`config.mk`:
```
export PLATFORM = sky130hd
export DESIGN_NAME = bcr_decoder
export DESIGN_NICKNAME = d
export VERILOG_FILES = /design/src/bcr_pkg.sv /design/src/bcr_decoder.sv
export SDC_FILE = /design/constraint.sdc
export NUM_CORES = 1
export LEC_CHECK = 0
export BUFFER_PORTS_ARGS = -buffer_cell sky130_fd_sc_hd__clkbuf_2
export CORE_MARGIN = 2
export CORE_UTILIZATION = 32
export CTS_BUF_LIST = sky130_fd_sc_hd__clkbuf_4 sky130_fd_sc_hd__clkbuf_8
export CTS_CLUSTER_DIAMETER = 150
export DETAILED_ROUTE_END_ITERATION = 16
export PLACE_DENSITY = 0.59
export SETUP_SLACK_MARGIN = 0.02
export SLEW_MARGIN = 0
export SYNTH_ARGS = -nofsm -noshare
export SYNTH_HDL_FRONTEND = slang
export SYNTH_SLANG_ARGS = --single-unit
```
`constraint.sdc`:
```
create_clock -name core_clk -period 6.8 [get_ports core_clk]
set_input_delay 0.68 -clock core_clk [delete_from_list [all_inputs] [get_ports core_clk]]
set_output_delay 0.68 -clock core_clk [all_outputs]
set_load 0.02 [all_outputs]
```
`src/bcr_pkg.sv`:
```
// Package: opcode fields, phase codes and widths for the branch/call/return decoder
package bcr_pkg;
    localparam int PC_W     = 13;
    localparam int INSN_W   = 14;
    localparam int FADDR_W  = 7;
    localparam int STK_D    = 8;
    localparam int STK_PW   = 3;
    // Opcode patterns (bits 13:11, 13:10 or 13:8, or full word)
    localparam logic [3:0]  OP_BTSS   = 4'h7;   // 01 11bb
    localparam logic [2:0]  OP_CALL   = 3'h4;   // 10 0kkk
    localparam logic [2:0]  OP_JUMP   = 3'h5;   // 10 1kkk
    localparam logic [5:0]  OP_INC    = 6'h0A;  // 00 1010
    localparam logic [3:0]  OP_RETURN_WITH_LITERAL  = 4'hD;   // 11 01xx
    localparam logic [13:0] OP_RETURN = 14'h0008;
    localparam int BIT_HI   = 9;
    localparam int BIT_LO   = 7;
    localparam int DEST_POS = 7;
    localparam int LIT_HI   = 10;
    localparam int LATCH_HI = 4;
    localparam int LATCH_LO = 3;
    localparam logic [PC_W-1:0] PC_RST = 13'h0000;
    // Four phases of an instruction cycle
    typedef enum logic [1:0] {
        BCR_Q1 = 2'b00,
        BCR_Q2 = 2'b01,
        BCR_Q3 = 2'b10,
        BCR_Q4 = 2'b11
    } bcr_phase_e;
endpackage

```
`src/bcr_decoder.sv`:
```
// Decode and execution control for bit-skip, call, jump, increment and returns
// Contract
// - A bit-test-skip whose tested bit is one turns the next instruction into a no-op.
// - A bit-test-skip whose tested bit is zero lets the next instruction run, one cycle.
// - A call pushes the next instruction's address before redirecting the counter.
// - A call loads pc 10:0 from its literal and 12:11 from latch bits 4:3, then a no-op.
// - A jump loads pc 10:0 from its literal and 12:11 from latch bits 4:3, then a no-op.
// - Increment adds one to the file register, writes W or the file, sets only zero.
// - Return-with-literal loads W with the literal and pops the stack into the counter.
// - Return pops the stack into the counter in the last phase, two cycles, no flags.
`timescale 1ns/1ps
module bcr_decoder #(
    parameter int STK_D = bcr_pkg::STK_D
) (
    input  wire logic                        core_clk,
    input  wire logic                        reset,
    input  wire logic [bcr_pkg::INSN_W-1:0]  insn_data,
    input  wire logic [7:0]                  file_rdata,
    input  wire logic [7:0]                  upper_pc_latch,
    output logic [bcr_pkg::PC_W-1:0]         pc_out,
    output logic [bcr_pkg::FADDR_W-1:0]      file_addr,
    output logic [7:0]                       file_wdata,
    output logic                             file_we,
    output logic [7:0]                       w_out,
    output logic                             zero_flag,
    output logic                             zero_we,
    output logic [1:0]                       phase_out,
    output logic                             flush_out,
    output logic                             stack_top_valid,
    output logic [bcr_pkg::PC_W-1:0]         stack_top
);
    bcr_pkg::bcr_phase_e phase_reg;
    logic [bcr_pkg::INSN_W-1:0] ir_reg;
    logic [bcr_pkg::PC_W-1:0]   pc_reg;
    logic                       flush_reg;
    logic [7:0]                 w_reg;
    logic [7:0]                 sum_reg;
    logic                       bit_one_reg;
    logic [bcr_pkg::PC_W-1:0]   stk_reg [STK_D];
    logic [bcr_pkg::STK_PW-1:0] sp_reg;
    logic [3:0]                 depth_reg;

    // Decoded classes; a flushed cycle executes as a no-op
    logic is_btss, is_call, is_jump, is_inc, is_return_with_literal, is_ret, live;
    logic [bcr_pkg::PC_W-1:0] target;
    logic [bcr_pkg::PC_W-1:0] pop_val;
    assign live     = !flush_reg;
    assign is_btss  = live && ir_reg[13:10] == bcr_pkg::OP_BTSS;
    assign is_call  = live && ir_reg[13:11] == bcr_pkg::OP_CALL;
    assign is_jump  = live && ir_reg[13:11] == bcr_pkg::OP_JUMP;
    assign is_inc   = live && ir_reg[13:8]  == bcr_pkg::OP_INC;
    assign is_return_with_literal = live && ir_reg[13:10] == bcr_pkg::OP_RETURN_WITH_LITERAL;
    assign is_ret   = live && ir_reg == bcr_pkg::OP_RETURN;
    // Upper bits come from the latch so pages above 2K are reachable
    assign target   = {upper_pc_latch[bcr_pkg::LATCH_HI:bcr_pkg::LATCH_LO],
                       ir_reg[bcr_pkg::LIT_HI:0]};
    assign pop_val  = stk_reg[sp_reg - 3'h1];

    // Phase counter: Q1..Q4 make one instruction cycle
    always_ff @(posedge core_clk) begin
        if (reset) begin
            phase_reg <= bcr_pkg::BCR_Q1;
        end else begin
            phase_reg <= bcr_pkg::bcr_phase_e'(phase_reg + 2'h1);
        end
    end

    // Q4 latches the fetched word; pc points at the next word (prefetch)
    always_ff @(posedge core_clk) begin
        if (reset) begin
            ir_reg <= 14'h0000;
        end else if (phase_reg == bcr_pkg::BCR_Q4) begin
            ir_reg <= insn_data;
        end
    end

    // Q2 reads the file operand and forms the increment
    always_ff @(posedge core_clk) begin
        if (reset) begin
            sum_reg     <= 8'h00;
            bit_one_reg <= 1'b0;
        end else if (phase_reg == bcr_pkg::BCR_Q2) begin
            sum_reg     <= file_rdata + 8'h01;
            bit_one_reg <= file_rdata[ir_reg[bcr_pkg::BIT_HI:bcr_pkg::BIT_LO]];
        end
    end

    // Program counter and flush: a flush voids the word already prefetched
    always_ff @(posedge core_clk) begin
        if (reset) begin
            pc_reg    <= bcr_pkg::PC_RST;
            flush_reg <= 1'b0;
        end else if (phase_reg == bcr_pkg::BCR_Q4) begin
            flush_reg <= 1'b0;
            if (is_call || is_jump) begin
                pc_reg    <= target;
                flush_reg <= 1'b1;
            end else if (is_return_with_literal || is_ret) begin
                pc_reg    <= pop_val;
                flush_reg <= 1'b1;
            end else begin
                pc_reg <= pc_reg + 13'h0001;
                if (is_btss && bit_one_reg) begin
                    flush_reg <= 1'b1;
                end
            end
        end
    end

    // Return stack: circular, push on call, pop on either return
    always_ff @(posedge core_clk) begin
        if (reset) begin
            sp_reg    <= 3'h0;
            depth_reg <= 4'h0;
        end else if (phase_reg == bcr_pkg::BCR_Q4) begin
            if (is_call) begin
                // pc already holds the return address thanks to prefetch
                stk_reg[sp_reg] <= pc_reg;
                sp_reg          <= sp_reg + 3'h1;
                if (depth_reg != 4'(STK_D)) depth_reg <= depth_reg + 4'h1;
            end else if (is_return_with_literal || is_ret) begin
                sp_reg <= sp_reg - 3'h1;
                if (depth_reg != 4'h0) depth_reg <= depth_reg - 4'h1;
            end
        end
    end

    // W gets the literal or the incremented value; zero flag only from increment
    always_ff @(posedge core_clk) begin
        if (reset) begin
            w_reg     <= 8'h00;
            zero_flag <= 1'b0;
        end else if (phase_reg == bcr_pkg::BCR_Q4) begin
            if (is_return_with_literal) begin
                w_reg <= ir_reg[7:0];
            end else if (is_inc) begin
                if (!ir_reg[bcr_pkg::DEST_POS]) w_reg <= sum_reg;
                zero_flag <= (sum_reg == 8'h00);
            end
        end
    end

    // File port: address always from the word, write strobe in Q4 only
    assign file_addr  = ir_reg[bcr_pkg::FADDR_W-1:0];
    assign file_wdata = sum_reg;
    assign file_we    = phase_reg == bcr_pkg::BCR_Q4 && is_inc
                        && ir_reg[bcr_pkg::DEST_POS];
    assign zero_we    = phase_reg == bcr_pkg::BCR_Q4 && is_inc;
    assign pc_out     = pc_reg;
    assign w_out      = w_reg;
    assign phase_out  = phase_reg;
    assign flush_out  = flush_reg;
    assign stack_top  = pop_val;
    assign stack_top_valid = depth_reg != 4'h0;
endmodule

```
==> flow_summary.yaml, run 1 <==
outcome:
  status: "finished clean"
timing:
  finalSetupTns_ns: 0
  finalCriticalPeriod_ns: 3.73
  min_period_over_period: 0.549
  finClkSkew_ns: 0.0136
  final_hold_viol_count: 0
  clock.fmax_mhz: 268
  slew_violations: 0
  max_slew_margin: 0.338
  worst_pin_slew_ns: 0.985
  grt_setup_unrepaired: "no"
  setup_viol: 0
critical_path:
  crit_type: "reg -> out"
  critPathRequiredTime_ns: 6.12
  cp_top_family: "multiplexers"
  endpoint_kind: "output port"
  crit_slowest_cell: "mux4_1"
  crit_chain: "inv_1 > ha_1 > xor2_2 > mux4_1 > mux2_2 > clkbuf_2"
  cp_max_fo: 11
  crit_buf_inv: 2
  reg2reg_to: "stk_reg[3][7]"
  r2r_start: "phase_out[0]"
  crit_arrival_ns: 3.05
  max_stage_delay_ns: 0.64
  regToRegSetupSlack_ns: 3.94
  r2r_cells: 7
  worst_setup_path_start_kind: "flop"
place:
  gp_congestion: 0.800
  io_buffers: 81
  placed_cells: 894
  dp_hpwl_um: 11500
pwr:
  max-vdd-ir-drop_mv: 0.129
  p_int_mw: 1.49
  seqPwrFrac: 0.536
  power.share.clock: 0.366
  power_leakage_nw: 2.90
  powerDensity_nw_per_um2: 245
  power.switching_uw: 514
  combPwrFrac: 0.097
  swShare: 0.256
clock_network:
  cts_made_buffers: 17
  clock_latency_ns: 0.44
  cts_hold_buf: 0
  post_cts_buffers: 0
  clockBufferDepth: 2
  cts_tree: "done"
  cts_resized: 0
  clock_sinks: 159
  clk_pin_slew_ns: 0.09
  htreeDepth: 4
  clockRootBuffer: "clkbuf_8"
global_routing:
  antenna_found_initial: 0
  grt_pass1_vias: 4935
  globalRouteOverflowTotal: 0
  grt_max_degree: 69
  grt_usage: 0.147
  grt_first_pass_wirelength_um: 26800
detailed_routing:
  num_vias: 4763
  vias_per_cell: 5.14
  drt_iter0_drc: 290
  drc: 0
  antenna_left: 0
  dr.pass1.iters: 4
  wl_per_cell_um: 18.1
  wl_um: 16700
synthesis:
  ys_ff_latch: 159
  ys_top_cells_by_area: "edfxtp_1, dfxtp_1, mux4_2"
  synth_top_area_cell: "edfxtp_1"
  async_flop_share: 0
  synth_area_sq_um: 7110
  synth_flop_cell: "edfxtp_1"
  synth-seq-area-share: 0.594
  syn_inst: 557
  avgSynthCellArea_sq_um: 12.8
  yosysTopAreaCellShare: 0.439
  postSynthNetCount: 597
  synth-edff-count: 104
  synth_cell_types: 56
  synth_warnings: 0
die:
  ioPinCount: 88
  fp.dieH_um: 153
  core_area_sq_um: 21800
  die-area_sq_um: 23400
  die_w_um: 153
  start_util: 0.326
  rows: 54
cells_and_area:
  fill_cells: 2135
  area_delta_synth_final_pct: 15.3
  largest_reg_flops: 104
  layout.cells.non_filler: 926
  antenna_cells: 0
  nets: 673
  utilization: 0.376
  drive_gt1_frac: 0.263
  layout_common_cells: "edfxtp_1, clkbuf_2, nor2_1"
  layout_commonest_cell: "edfxtp_1"
job:
  cap_violations: 0
hold_path:
  whs_path_depth: 3
  min-delay-start: "insn_data[10]"
  hold_class: "in -> reg"
  holdPathEnd: "ir_reg[10]"
## worst min-delay path, cell delays in order
cell      delay [ns]
clkbuf_2        0.08
mux2i_1         0.06
nor2_1          0.07
## synthesized netlist by cell type (7+ instances only)
library cell  count
a211oi_1         19
a21oi_1          11
buf_2             9
buf_4             8
clkbuf_1         15
dfxtp_1          55
edfxtp_1        104
ha_1              8
inv_1            10
mux2_2           16
mux2i_1          34
mux4_2           16
nand2_1          34
nand3_1           8
nor2_1           76
nor3_1           15
o21ai_0           9
xnor2_1          13
xor2_1            7
## through the flow
stage	hold slack, ns	instance area [sq um]	setup WS [ns]	power (mW)
after CTS	0.440	8200	3.01	2.03
after floorplan	0.478	7110	3.65	1.23
final	0.479	8200	3.07	2.01
after global routing	0.465	8200	2.88	2.09
after global placement	0.451	7780	3.56	1.29
after detailed placement	0.468	7780	3.51	1.30
## logic make-up (layout without fill, tap and decap cells)
group                      after synthesis  in the layout  share of synthesized area
AOI/OAI and AO/OA                       81             81                     0.0806
xor gates and xnor gates                21             21                     0.0269
adders and majority gates                8              8                     0.0141
buffers and inverters                   47            136                     0.0327
DFF                                    159            159                      0.594
muxes                                   70             70                      0.139
and+or+nand+nor                        171            171                      0.113
## layout make-up
cell class / instances / area [sq um] / share of cell area
clock buffer: 18 / 241 / 0.0294
clock inverter: 14 / 178 / 0.0217
inverter: 10 / 37.5 / 0.00458
multi-input combinational: 351 / 2670 / 0.325
sequential: 159 / 4220 / 0.515
tap: 280 / 350 / 0.0427
timing repair buffer: 94 / 503 / 0.0613
## worst max-delay path by stage
stage / start / end / depth (start not counted) / slack [ns]
floorplan: sp_reg[0] / stack_top[11] / 8 / 3.65
global placement: sp_reg[0] / stack_top[11] / 6 / 3.56
detailed placement: sp_reg[1] / stack_top[9] / 6 / 3.51
CTS: sp_reg[1] / stack_top[9] / 6 / 3.01
global route: sp_reg[1] / stack_top[9] / 6 / 2.88
finish: sp_reg[1] / stack_top[9] / 6 / 3.07
## routing by layer
layer | GRT usage | wire (um) | vias up | part of all wire
li1 | - | - | 2237 | -
met1 | 0.196 | 7710 | 2360 | 0.46
met2 | 0.236 | 7870 | 152 | 0.47
met3 | 0.0380 | 942 | 14 | 0.056
met4 | 0.0441 | 227 | 0 | 0.014
met5 | 0 | 0 | - | 0
## power groups by stage
stage | Combinational, mW | Sequential, mW | Clock [mW]
3_5_place_dp | 0.197 | 1.10 | 0
4_1_cts | 0.197 | 1.08 | 0.757
3_3_place_gp | 0.195 | 1.10 | 0
2_1_floorplan | 0.128 | 1.10 | 0
6_report | 0.195 | 1.08 | 0.736
5_1_grt | 0.214 | 1.08 | 0.797
Note: power is estimated with default switching activity, not from simulation.
==> inputs of run 2 (changes only) <==
==> constraint.sdc (replaced) <==
create_clock -name core_clk -period 3.5 [get_ports core_clk]
set_input_delay 0.35 -clock core_clk [delete_from_list [all_inputs] [get_ports core_clk]]
set_output_delay 0.35 -clock core_clk [all_outputs]
set_load 0.02 [all_outputs]
==> run 2 against run 1 <==
Net effect: sequential share of layout area rose by 0.20 points; clock power rose by 78%; clock skew fell by 0.0033 ns; count of clock-buffer cells in the layout did not move; worst setup slack got worse by 2.7 ns; sequential cell count did not move; sequential power rose by 94%; via count rose by 0.48%; core utilization fell by 0.15 points; critical path type unchanged; critical endpoint unchanged; largest cell class unchanged.
==> flow_summary.yaml, run 2 (synthesis gave the netlist of run 1 again) <==
place:
  dpl_cell_area_sq_um: 7800
  post-place-ws_ns: 0.795
  gp_congestion: 0.798
  dp_hpwl_um: 11800
  io_buffers: 81
  placed_cells: 896
cells_and_area:
  layout_commonest_cell: "edfxtp_1"
  fill_cells: 2116
  antenna_cells: 0
  layout_common_cells: "edfxtp_1, clkbuf_2, nor2_1"
  nets: 675
  regArea_sq_um: 4220
  drive_gt1_frac: 0.262
  design_area_sq_um: 8170
  area_delta_synth_final_pct: 14.9
  layout.cells.non_filler: 928
  largest_reg_flops: 104
  multi_input_area_sq_um: 2670
die:
  ioPinCount: 88
  fp.dieH_um: 153
  start_util: 0.326
  die_w_um: 153
  rows: 54
  core_area_sq_um: 21800
  die-area_sq_um: 23400
critical_path:
  crit_type: "reg -> out"
  crit_slowest_cell: "mux4_1"
  r2r_cells: 6
  endpoint_kind: "output port"
  crit_arrival_ns: 2.76
  cp-startpoint: "sp_reg[1]"
  cp_max_fo: 8
  worst_setup_path_start_kind: "flop"
  r2r_start: "ir_reg[13]"
  critPathRequiredTime_ns: 3.15
  max_stage_delay_ns: 0.61
  crit_chain: "inv_1 > ha_1 > xor2_2 > mux4_1 > mux2_2 > clkbuf_2"
clock_network:
  clock_latency_ns: 0.46
  cts_hold_buf: 0
  clockRootBuffer: "clkbuf_8"
  cts_made_buffers: 17
  clockBufferDepth: 2
  htreeDepth: 4
  cts_resized: 0
  post_cts_buffers: 0
  cts_tree: "done"
  clock_sinks: 159
  clk_pin_slew_ns: 0.08
detailed_routing:
  num_vias: 4786
  drt_iter0_drc: 301
  drc: 0
  wl_um: 17100
  dr.pass1.iters: 5
  wl_per_cell_um: 18.4
  vias_per_cell: 5.16
  antenna_left: 0
timing:
  final_hold_viol_count: 0
  clock.fmax_mhz: 321
  max_slew_margin: 0.388
  finClkSkew_ns: 0.0103
  worst_pin_slew_ns: 0.912
  setup_viol: 0
  grt_setup_unrepaired: "no"
  finalCriticalPeriod_ns: 3.11
  setup_slack_ns: 0.388
  finalSetupTns_ns: 0
  slew_violations: 0
  min_period_over_period: 0.889
outcome:
  status: "finished clean"
global_routing:
  grt_pass1_vias: 4808
  grt_first_pass_wirelength_um: 27100
  globalRouteOverflowTotal: 0
  antenna_found_initial: 0
  grt_max_degree: 68
  grt_usage: 0.149
job:
  cap_violations: 0
hold_path:
  whs_path_depth: 2
  min-delay-start: "file_rdata[0]"
  hold_class: "in -> reg"
pwr:
  powerDensity_nw_per_um2: 464
  max-vdd-ir-drop_mv: 0.238
  power_leakage_nw: 2.89
## run 2: stage by stage
stage	power, mW	hold slack [ns]	util
finish	3.79	0.138	0.374
floorplan	2.38	0.449	-
global route	3.94	0.115	0.374
CTS	3.82	0.109	0.374
detailed placement	2.53	0.461	0.357
global placement	2.52	0.455	0.357
## run 2: where the power goes
group          switching [mW]  internal, mW
clock                   0.724         0.584
combinational           0.235         0.153
sequential             0.0665          2.03
total                    1.03          2.76
## run 2: critical path: cells and delay by family (launching register included)
kind / cells / cell delay [ns]
mux: 2 / 0.91
buf+inv: 2 / 0.27
fa+ha+maj: 1 / 0.26
flops: 1 / 0.50
xor+xnor: 1 / 0.35
## run 2: path summary, 6_finish.rpt
path / to / slack (ns)
hold / removal: file_wdata[0] / 0.14
setup reg to reg: stk_reg[2][10] / 0.77
hold reg to reg: phase_out[0] / 0.48
setup / recovery: stack_top[9] / 0.39
## run 2: area by class of cell
class                           count  area share
Timing Repair Buffer               96      0.0634
Sequential cell                   159       0.517
Clock inverter                     14      0.0159
Multi-Input combinational cell    351       0.327
Tap cell                          280      0.0429
Clock buffer                       18      0.0296
Inverter                           10     0.00459
## run 2: layer usage
| layer | part of all wire | wire length [um] | GRT usage | vias up |
|---|---|---|---|---|
| met5 | 0 | 0 | 0 | - |
| met4 | 0.014 | 235 | 0.0476 | 0 |
| met3 | 0.071 | 1220 | 0.0414 | 15 |
| met2 | 0.47 | 8010 | 0.234 | 152 |
| met1 | 0.45 | 7640 | 0.201 | 2379 |
| li1 | - | - | - | 2240 |
